--- config.mk ---
export PLATFORM = sky130hd
export DESIGN_NAME = codec_control_regs
export DESIGN_NICKNAME = d
export VERILOG_FILES = /design/src/design/codec_ctl_pkg.sv /design/src/design/gain_code_decode.sv /design/src/design/ctl_word_decode.sv /design/src/design/codec_control_regs.sv
export SDC_FILE = /design/constraint.sdc
export NUM_CORES = 1
export LEC_CHECK = 0
export ABC_AREA = 1
export BUFFER_PORTS_ARGS = -buffer_cell sky130_fd_sc_hd__buf_4
export CAP_MARGIN = 20
export CORE_MARGIN = 8
export CORE_UTILIZATION = 50
export DETAILED_ROUTE_END_ITERATION = 10
export PLACE_DENSITY = 0.88
export SYNTH_ARGS = -nofsm -noshare
export SYNTH_HDL_FRONTEND = slang
export SYNTH_SLANG_ARGS = --single-unit
--- constraint.sdc ---
create_clock -name core_clk -period 2.3 [get_ports core_clk]
set_input_delay 0.46 -clock core_clk [delete_from_list [all_inputs] [get_ports core_clk]]
set_output_delay 0.46 -clock core_clk [all_outputs]
set_load 0.02 [all_outputs]
--- src/design/codec_ctl_pkg.sv ---
// Package: control word layout, register codes, field positions and decoded types
package codec_ctl_pkg;

  // ------------------------------------------------------------------
  // Control word layout
  // ------------------------------------------------------------------
  localparam int WORD_W      = 16;   // Serial control word width
  localparam int DEV_HI      = 15;   // Device address top bit
  localparam int DEV_LO      = 13;   // Device address low bit
  localparam int RW_BIT      = 12;   // Read/write bit, low = write
  localparam int REG_HI      = 11;   // Register address top bit
  localparam int REG_LO      = 9;    // Register address low bit
  localparam int DATA_HI     = 7;    // Data byte top bit

  localparam logic [2:0] REG_NOP   = 3'h0;  // No operation
  localparam logic [2:0] REG_CTL3  = 3'h3;  // test_flag_power_control
  localparam logic [2:0] REG_CTL4  = 3'h4;  // adc_dac_gain_control
  localparam logic [7:0] CTL3_RST  = 8'h00; // Reset value
  localparam logic [7:0] CTL4_RST  = 8'h00; // Reset value

  // ------------------------------------------------------------------
  // Field positions in test_flag_power_control
  // ------------------------------------------------------------------
  localparam int TEST_HI   = 7;
  localparam int TEST_LO   = 6;
  localparam int CONT_BIT  = 5;
  localparam int FSRC_BIT  = 4;
  localparam int FVAL_BIT  = 3;
  localparam int PWR_HI    = 2;
  localparam int PWR_LO    = 1;
  localparam int FMT_BIT   = 0;

  // Gain nibble positions in adc_dac_gain_control
  localparam int ADC_GAIN_HI = 7;
  localparam int ADC_GAIN_LO = 4;
  localparam int DAC_GAIN_HI = 3;
  localparam int DAC_GAIN_LO = 0;

  // Gain code values
  localparam logic [3:0] GAIN_MUTE = 4'hf;
  localparam logic [3:0] GAIN_ZERO = 4'h0;

  // ------------------------------------------------------------------
  // Decoded types
  // ------------------------------------------------------------------
  typedef enum logic [1:0] {
    TEST_NORMAL, TEST_ANA_LOOP, TEST_DIG_LOOP, TEST_EVENT_MON
  } test_mode_t;

  typedef enum logic [1:0] {
    PWR_ALL_ON, PWR_ADC_OFF, PWR_DAC_OFF, PWR_SOFT_DOWN
  } power_mode_t;

  // Signed gain in dB plus mute flag for one gain stage
  typedef struct packed {
    logic              mute;
    logic signed [7:0] gain_db;
  } gain_setting_t;

  // Decoded controls of the first register
  typedef struct packed {
    test_mode_t  test_mode;
    logic        cont_xfer;
    logic        flag_from_reg;
    power_mode_t power_mode;
    logic        adc_16bit;
  } ctl3_dec_t;

endpackage : codec_ctl_pkg

--- src/design/gain_code_decode.sv ---
// Gain code decoder: 4-bit code to dB value and mute flag
module gain_code_decode
  import codec_ctl_pkg::*;
(
  input  wire logic [3:0]    code,
  output gain_setting_t      setting
);

  // ------------------------------------------------------------------
  // Lookup of dB values
  // ------------------------------------------------------------------
  logic signed [7:0] db_w;  // Decoded gain in dB

  // Constant table; mute code carries 0 dB alongside mute flag
  always_comb begin
    case (code)
      4'he:    db_w = 8'sd24;
      4'hd:    db_w = 8'sd18;
      4'hc:    db_w = 8'sd12;
      4'hb:    db_w = 8'sd9;
      4'ha:    db_w = 8'sd6;
      4'h9:    db_w = 8'sd3;
      4'h8:    db_w = -8'sd3;
      4'h7:    db_w = -8'sd6;
      4'h6:    db_w = -8'sd9;
      4'h5:    db_w = -8'sd12;
      4'h4:    db_w = -8'sd18;
      4'h3:    db_w = -8'sd24;
      4'h2:    db_w = -8'sd30;
      4'h1:    db_w = -8'sd36;
      default: db_w = 8'sd0;
    endcase
  end

  assign setting.mute    = (code == GAIN_MUTE);
  assign setting.gain_db = db_w;

endmodule // gain_code_decode

--- src/design/ctl_word_decode.sv ---
// Control word decoder: address match and register write strobes
module ctl_word_decode
  import codec_ctl_pkg::*;
(
  input  wire logic [WORD_W-1:0] word,
  input  wire logic              word_valid,
  input  wire logic [2:0]        own_addr,
  output logic                   wr_ctl3,
  output logic                   wr_ctl4,
  output logic                   rd_hit
);

  // ------------------------------------------------------------------
  // Field split
  // ------------------------------------------------------------------
  wire logic       addr_hit = (word[DEV_HI:DEV_LO] == own_addr);
  wire logic       is_write = ~word[RW_BIT];
  wire logic [2:0] reg_code = word[REG_HI:REG_LO];

  // Code 000 and unknown codes select nothing
  assign wr_ctl3 = word_valid & addr_hit & is_write & (reg_code == REG_CTL3);
  assign wr_ctl4 = word_valid & addr_hit & is_write & (reg_code == REG_CTL4);
  assign rd_hit  = word_valid & addr_hit & ~is_write
                 & ((reg_code == REG_CTL3) | (reg_code == REG_CTL4));

endmodule // ctl_word_decode

--- src/design/codec_control_regs.sv ---
// Control registers three and four of the voice codec, written by serial words
// How it works
// Test field selects normal, loopbacks, event monitor
// Continuous transfer only honoured on cascade master
// Flag source bit picks stored or secondary flag
// Lowest bit selects 16-bit ADC word format
// Power field: on, ADC off, DAC off, down
// ADC gain nibble all ones mutes ADC stage
// ADC codes 1110..1000 give 24 down to -3 dB
// ADC codes 0111..0001 give -6 down to -36 dB
// ADC code 0000 gives 0 dB, reset value
// DAC gain nibble all ones mutes DAC stage
// DAC codes 1110..1000 give 24 down to -3 dB
// DAC codes 0111..0001 give -6 down to -36 dB
// DAC code 0000 gives 0 dB, reset value
// Word: device address, RW low write, register, data
// Code 011 first register, 100 gain, 000 nop
module codec_control_regs
  import codec_ctl_pkg::*;
(
  input  wire logic              core_clk,        // Master clock, 10 MHz
  input  wire logic              rst_n,           // Synchronous reset, active low
  input  wire logic [WORD_W-1:0] ctl_word,        // Assembled serial control word
  input  wire logic              ctl_word_valid,  // One-cycle strobe with ctl_word
  input  wire logic [2:0]        own_addr,        // Cascade address of this device
  input  wire logic              is_master,       // Device is cascade master
  input  wire logic              sec_comm_flag,   // Secondary communication flag
  output logic [7:0]             ctl3_q,          // Stored first register
  output logic [7:0]             ctl4_q,          // Stored gain register
  output logic                   read_hit,        // Read of a held register seen
  output ctl3_dec_t              ctl3_dec,        // Decoded first register
  output logic                   event_mon_wr,    // Event monitor on a write word
  output logic                   flag_out,        // General flag output
  output logic                   adc_enable,      // ADC channel runs
  output logic                   dac_enable,      // DAC channel runs
  output gain_setting_t          adc_gain,        // ADC stage setting
  output gain_setting_t          dac_gain         // DAC stage setting
);

  // ------------------------------------------------------------------
  // Word decode
  // ------------------------------------------------------------------
  logic wr_ctl3;   // Write strobe for first register
  logic wr_ctl4;   // Write strobe for gain register
  logic rd_hit_w;  // Read of a held register

  ctl_word_decode u_dec (
    .word       (ctl_word),
    .word_valid (ctl_word_valid),
    .own_addr   (own_addr),
    .wr_ctl3    (wr_ctl3),
    .wr_ctl4    (wr_ctl4),
    .rd_hit     (rd_hit_w)
  );

  // ------------------------------------------------------------------
  // Register storage
  // ------------------------------------------------------------------
  logic [7:0] ctl3_r;   // test_flag_power_control
  logic [7:0] ctl4_r;   // adc_dac_gain_control
  logic [7:0] ctl3_nxt;
  logic [7:0] ctl4_nxt;
  logic       rd_r;     // Registered read indication

  // Data byte is the low eight bits of a matching write word
  assign ctl3_nxt = wr_ctl3 ? ctl_word[DATA_HI:0] : ctl3_r;
  assign ctl4_nxt = wr_ctl4 ? ctl_word[DATA_HI:0] : ctl4_r;

  // Both registers return to zero on reset
  always_ff @(posedge core_clk) begin
    if (!rst_n) begin
      ctl3_r <= CTL3_RST;
      ctl4_r <= CTL4_RST;
      rd_r   <= 1'b0;
    end else begin
      ctl3_r <= ctl3_nxt;
      ctl4_r <= ctl4_nxt;
      rd_r   <= rd_hit_w;
    end
  end

  assign ctl3_q   = ctl3_r;
  assign ctl4_q   = ctl4_r;
  assign read_hit = rd_r;

  // ------------------------------------------------------------------
  // First register decode
  // ------------------------------------------------------------------
  wire logic [1:0] test_bits = ctl3_r[TEST_HI:TEST_LO];
  wire logic [1:0] pwr_bits  = ctl3_r[PWR_HI:PWR_LO];

  assign ctl3_dec.test_mode     = test_mode_t'(test_bits);
  // A slave ignores the bit; the host must set it only on the master
  assign ctl3_dec.cont_xfer     = ctl3_r[CONT_BIT] & is_master;
  assign ctl3_dec.flag_from_reg = ctl3_r[FSRC_BIT];
  assign ctl3_dec.power_mode    = power_mode_t'(pwr_bits);
  assign ctl3_dec.adc_16bit     = ctl3_r[FMT_BIT];

  // Event monitor acts on write words only
  assign event_mon_wr = (ctl3_dec.test_mode == TEST_EVENT_MON)
                      & ctl_word_valid & ~ctl_word[RW_BIT];

  // Channel enables from the power field
  assign adc_enable = (ctl3_dec.power_mode == PWR_ALL_ON)
                    | (ctl3_dec.power_mode == PWR_DAC_OFF);
  assign dac_enable = (ctl3_dec.power_mode == PWR_ALL_ON)
                    | (ctl3_dec.power_mode == PWR_ADC_OFF);

  // Flag output is a data output, so it comes from a flip-flop
  logic flag_r;
  always_ff @(posedge core_clk) begin
    if (!rst_n) begin
      flag_r <= 1'b0;
    end else begin
      flag_r <= ctl3_r[FSRC_BIT] ? ctl3_r[FVAL_BIT] : sec_comm_flag;
    end
  end
  assign flag_out = flag_r;

  // ------------------------------------------------------------------
  // Gain stages
  // ------------------------------------------------------------------
  // Each stage sees only its own nibble, so the same decoder is instanced for each
  wire logic [3:0] adc_code = ctl4_r[ADC_GAIN_HI:ADC_GAIN_LO];  // ADC gain nibble
  wire logic [3:0] dac_code = ctl4_r[DAC_GAIN_HI:DAC_GAIN_LO];  // DAC gain nibble

  gain_code_decode u_adc_gain (
    .code    (adc_code),
    .setting (adc_gain)
  );

  gain_code_decode u_dac_gain (
    .code    (dac_code),
    .setting (dac_gain)
  );

  // ------------------------------------------------------------------
  // Assertions
  // ------------------------------------------------------------------
  property p_wr3;
    @(posedge core_clk) disable iff (!rst_n)
    wr_ctl3 |=> ctl3_r == $past(ctl_word[DATA_HI:0]);
  endproperty
  a_wr3: assert property (p_wr3) else $error("first register not written");

  property p_nop;
    @(posedge core_clk) disable iff (!rst_n)
    (ctl_word_valid && ctl_word[REG_HI:REG_LO] == REG_NOP) |=>
      (ctl3_r == $past(ctl3_r)) && (ctl4_r == $past(ctl4_r));
  endproperty
  a_nop: assert property (p_nop) else $error("nop word changed a register");

  property p_rd;
    @(posedge core_clk) disable iff (!rst_n)
    (ctl_word_valid && ctl_word[RW_BIT]) |=> ctl3_r == $past(ctl3_r);
  endproperty
  a_rd: assert property (p_rd) else $error("read word wrote register");

  property p_flag;
    @(posedge core_clk) disable iff (!rst_n)
    ctl3_r[FSRC_BIT] |=> flag_out == $past(ctl3_r[FVAL_BIT]);
  endproperty
  a_flag: assert property (p_flag) else $error("flag not from stored value");

  property p_flag_sec;
    @(posedge core_clk) disable iff (!rst_n)
    !ctl3_r[FSRC_BIT] |=> flag_out == $past(sec_comm_flag);
  endproperty
  a_flag_sec: assert property (p_flag_sec) else $error("flag not secondary");

  property p_cont;
    @(posedge core_clk) disable iff (!rst_n)
    !is_master |-> !ctl3_dec.cont_xfer;
  endproperty
  a_cont: assert property (p_cont) else $error("continuous mode on slave");

  property p_pwr;
    @(posedge core_clk) disable iff (!rst_n)
    (pwr_bits == 2'h3) |-> !adc_enable && !dac_enable;
  endproperty
  a_pwr: assert property (p_pwr) else $error("power-down left channel on");

  property p_adc_mute;
    @(posedge core_clk) disable iff (!rst_n)
    (wr_ctl4 && ctl_word[ADC_GAIN_HI:ADC_GAIN_LO] == GAIN_MUTE) |=> adc_gain.mute;
  endproperty
  a_adc_mute: assert property (p_adc_mute) else $error("ADC not muted");

  property p_dac_gain;
    @(posedge core_clk) disable iff (!rst_n)
    (wr_ctl4 && ctl_word[DAC_GAIN_HI:DAC_GAIN_LO] == 4'he) |=>
      dac_gain.gain_db == 8'sd24 && !dac_gain.mute;
  endproperty
  a_dac_gain: assert property (p_dac_gain) else $error("DAC 24 dB wrong");

  property p_adc_low;
    @(posedge core_clk) disable iff (!rst_n)
    (adc_code == 4'h1) |-> adc_gain.gain_db == -8'sd36;
  endproperty
  a_adc_low: assert property (p_adc_low) else $error("ADC -36 dB wrong");

  property p_zero;
    @(posedge core_clk)
    !rst_n |=> adc_gain.gain_db == 8'sd0 && dac_gain.gain_db == 8'sd0;
  endproperty
  a_zero: assert property (p_zero) else $error("reset gain not 0 dB");

  property p_fmt;
    @(posedge core_clk) disable iff (!rst_n)
    (wr_ctl3 && ctl_word[FMT_BIT]) |=> ctl3_dec.adc_16bit;
  endproperty
  a_fmt: assert property (p_fmt) else $error("16-bit format not set");

  // Gain register takes the data byte of a matching write
  property p_wr4;
    @(posedge core_clk) disable iff (!rst_n)
    wr_ctl4 |=> ctl4_r == $past(ctl_word[DATA_HI:0]);
  endproperty
  a_wr4: assert property (p_wr4) else $error("gain register not written");

  // Event monitor strobe only on a write word while the mode is set
  property p_ev_wr;
    @(posedge core_clk) disable iff (!rst_n)
    event_mon_wr |-> ctl_word_valid && !ctl_word[RW_BIT] && test_bits == TEST_EVENT_MON;
  endproperty
  a_ev_wr: assert property (p_ev_wr) else $error("event monitor on wrong word");

  // A read of the gain register at this address is marked a cycle later
  property p_rd_hit;
    @(posedge core_clk) disable iff (!rst_n)
    (ctl_word_valid && ctl_word[RW_BIT] && ctl_word[DEV_HI:DEV_LO] == own_addr
      && ctl_word[REG_HI:REG_LO] == REG_CTL4) |=> read_hit;
  endproperty
  a_rd_hit: assert property (p_rd_hit) else $error("read not marked");

  // Disabling the ADC leaves the DAC running
  property p_adc_off;
    @(posedge core_clk) disable iff (!rst_n)
    (ctl3_dec.power_mode == PWR_ADC_OFF) |-> !adc_enable && dac_enable;
  endproperty
  a_adc_off: assert property (p_adc_off) else $error("ADC disable wrong");

  // Disabling the DAC leaves the ADC running
  property p_dac_off;
    @(posedge core_clk) disable iff (!rst_n)
    (ctl3_dec.power_mode == PWR_DAC_OFF) |-> adc_enable && !dac_enable;
  endproperty
  a_dac_off: assert property (p_dac_off) else $error("DAC disable wrong");

  // ADC code 1110 gives the largest gain, not mute
  property p_adc_high;
    @(posedge core_clk) disable iff (!rst_n)
    (adc_code == 4'he) |-> adc_gain.gain_db == 8'sh18 && !adc_gain.mute;
  endproperty
  a_adc_high: assert property (p_adc_high) else $error("ADC 24 dB wrong");

  // ADC code zero is unity gain
  property p_adc_zero;
    @(posedge core_clk) disable iff (!rst_n)
    (adc_code == GAIN_ZERO) |-> adc_gain.gain_db == 8'sh00 && !adc_gain.mute;
  endproperty
  a_adc_zero: assert property (p_adc_zero) else $error("ADC 0 dB wrong");

  // DAC all-ones code mutes the stage
  property p_dac_mute;
    @(posedge core_clk) disable iff (!rst_n)
    (dac_code == GAIN_MUTE) |-> dac_gain.mute;
  endproperty
  a_dac_mute: assert property (p_dac_mute) else $error("DAC not muted");

  // A low DAC code gives its attenuation
  property p_dac_low;
    @(posedge core_clk) disable iff (!rst_n)
    (dac_code == 4'h2) |-> dac_gain.gain_db == -8'sh1e && !dac_gain.mute;
  endproperty
  a_dac_low: assert property (p_dac_low) else $error("DAC -30 dB wrong");

  // DAC code zero is unity gain
  property p_dac_zero;
    @(posedge core_clk) disable iff (!rst_n)
    (dac_code == GAIN_ZERO) |-> dac_gain.gain_db == 8'sh00 && !dac_gain.mute;
  endproperty
  a_dac_zero: assert property (p_dac_zero) else $error("DAC 0 dB wrong");

  c_ev: cover property (@(posedge core_clk) event_mon_wr);
  c_cont: cover property (@(posedge core_clk) ctl3_dec.cont_xfer);
  c_rd: cover property (@(posedge core_clk) read_hit);
  c_mute: cover property (@(posedge core_clk) adc_gain.mute && dac_gain.mute);
  c_loop: cover property (@(posedge core_clk) ctl3_dec.test_mode == TEST_DIG_LOOP);

endmodule // codec_control_regs

==> flow_summary.json <==
{
  "antenna_found_initial": 0,
  "ys_seq_area_frac": 0.315,
  "synthCells": 277,
  "async_flop_share": 0,
  "pin_count": 70,
  "cts_buffers": 5,
  "clk_path_buf_depth": 2,
  "ys_ff_latch": 32,
  "synth-edff-count": 0,
  "core_area_mm2": 0.00394,
  "synth_ff_type": "dfxtp_1",
  "worstReg2RegStart": "ctl4_q[1]",
  "critPathLaunchType": "input port",
  "wirelength_mm": 5.03,
  "max_slew_margin": 0.798,
  "finClkSkew_ps": 5.90,
  "cts-root-buf": "clkbuf_8",
  "rsz0062_at_grt": "false",
  "grt_use_total": 0.159,
  "wire_per_inst_um": 12.8,
  "dp_hpwl_mm": 3.90,
  "final_max_slew_viol_count": 0,
  "cts_tree": "yes",
  "portBuffers": 68,
  "syn2layout_area_growth_pct": 29.5,
  "setup_tns_ps": 0,
  "ant_nets": 0,
  "place.gp.congestion": 0.886,
  "cts_resized": 0,
  "startpoint": "ctl_word[10]",
  "die_h_um": 79.7,
  "critPathCaptureType": "register",
  "die_area_mm2": 0.00636,
  "maxCapViolations": 0,
  "clock-sinks": 32,
  "die-width_um": 79.7,
  "worstSkewPairLatency_ps": 290,
  "setup_viol": 0,
  "worstPathArrival_ps": 2080,
  "place_inst": 385,
  "hp-class": "reg2reg",
  "whs_ps": 458,
  "vdd_drop_max_v": 0.000206,
  "cp_common_cell": "nand2_1",
  "start_util": 0.515,
  "drive_above_1_share": 0.329,
  "cp_cell_sequence": "buf_4 > inv_1 > nand2_1 > nor2_4 > buf_4 > nand4_1 > nand2_1 > nand2_2 > ha_1 > inv_1 > nand2_1 > nand2_1 > nand2_1 > nand2_1",
  "vias": 1949,
  "crit_path_max_fanout": 11,
  "outcome": "complete, no violations",
  "post-cts-setup-buffers": 0,
  "hold_viol_final": 0,
  "postCtsHoldBufs": 0,
  "grt_max_degree": 23,
  "slowest_stage": "ha_1",
  "syn_nets": 311,
  "syn_area_mm2": 0.00203,
  "period_needed_ps": 1900,
  "final_cell_mix": "nand2_1, buf_4, inv_1, dfxtp_1, nand3_1",
  "finalCritPeriodShare": 0.827,
  "final_cells": 393,
  "clkTransAtPathRegs_ps": 60,
  "dr.pass1.iters": 4,
  "final_core_util": 0.667,
  "max_slew.worst_pin.slew_ps": 301,
  "first_iter_violations": 99,
  "final_common_cell": "nand2_1",
  "gr-total-overflow": 0,
  "cts_max_level": 2,
  "num_rows": 23,
  "slowest_delay_ps": 340,
  "num_antenna_cells": 0,
  "grt_pass1_wl_mm": 8.14,
  "synth_warnings": 0,
  "ys_types": 27,
  "drc": 0,
  "p_leak_nw": 1.46,
  "num-nets-final": 376,
  "p_per_area_mw_per_mm2": 436,
  "fmax_ghz": 0.526,
  "syn_avg_cell_area_um2": 7.33,
  "grt_pass1_vias": 1928,
  "cp.required_ps": 2480,
  "vias_per_cell": 4.96,
  "min_from": "ctl3_q[0]",
  "crit_type": "in2reg"
}
[layout make-up]
class                           instances  area (um^2)
Fill cell                             341         1310
Multi-Input combinational cell        176         1070
Sequential cell                        32          641
Timing Repair Buffer                   75          563
Inverter                               52          198
Clock buffer                            7         86.3
Tap cell                               50         62.6
Clock inverter                          1         7.51
[registers in the layout (all words and copies together) (netlist names)]
register         flops
ctl3_q               8
ctl4_q               8
flag_out             1
read_hit             1
u_adc_gain.db_w      7
u_dac_gain.db_w      7
[stage by stage]
step	power (W)	cell area, um^2	worst slack [ps]
CTS	0.00116	2630	414
global route	0.00120	2630	234
global placement	0.000707	2530	166
detailed placement	0.000712	2530	140
floorplan	0.000653	2030	383
finish	0.00115	2630	398
[cells in the mapped netlist, types with 5 or more instances]
| library cell | n | share of area |
|---|---|---|
| nand2_2 | 6 | 0.018 |
| buf_4 | 10 | 0.037 |
| nand3_4 | 5 | 0.043 |
| dfxtp_1 | 32 | 0.32 |
| o21ai_0 | 8 | 0.020 |
| nand4_1 | 11 | 0.034 |
| nand2_1 | 78 | 0.14 |
| nand3_1 | 21 | 0.052 |
| a21oi_1 | 10 | 0.025 |
| inv_1 | 49 | 0.091 |
| ha_1 | 10 | 0.062 |
[path summary, 6_finish.rpt]
| check | to | slack [ps] | cells after the start |
|---|---|---|---|
| max reg2reg | u_dac_gain.db_w[3] | 850 | 10 |
| max | u_adc_gain.db_w[3] | 400 | 14 |
| min | ctl3_q[0] | 460 | 2 |
| min reg2reg | ctl3_q[0] | 460 | 2 |
[critical path, delay by kind of cell]
| family | cells | cell delay (ps) |
|---|---|---|
| adder cells (fa/ha/maj) | 1 | 340 |
| AND/OR/NAND/NOR | 9 | 860 |
| buffers and inverters | 4 | 410 |
[power by group]
group,switching (W),leakage (nW),internal (W)
Clock,0.000202,0.0445,0.000243
Combinational,0.0000801,1.16,0.0000569
Sequential,0.00000289,0.258,0.000561
[cell families (layout without fill, tap and decap cells)]
logic type | after synthesis | in the layout | share of synthesized area
AO/OA/AOI/OAI | 22 | 22 | 0.0573
flip-flops | 32 | 32 | 0.315
buffers and inverters | 69 | 135 | 0.157
adder cells (fa/ha/maj) | 10 | 10 | 0.0616
AND/OR/NAND/NOR | 144 | 144 | 0.409
[per-layer routing]
| layer | wire length, um | GRT usage |
|---|---|---|
| met4 | 84 | 0.0745 |
| met3 | 426 | 0.0608 |
| met1 | 1910 | 0.155 |
| met2 | 2610 | 0.287 |
| met5 | 0 | 0 |
(Power assumes the default switching activity.)
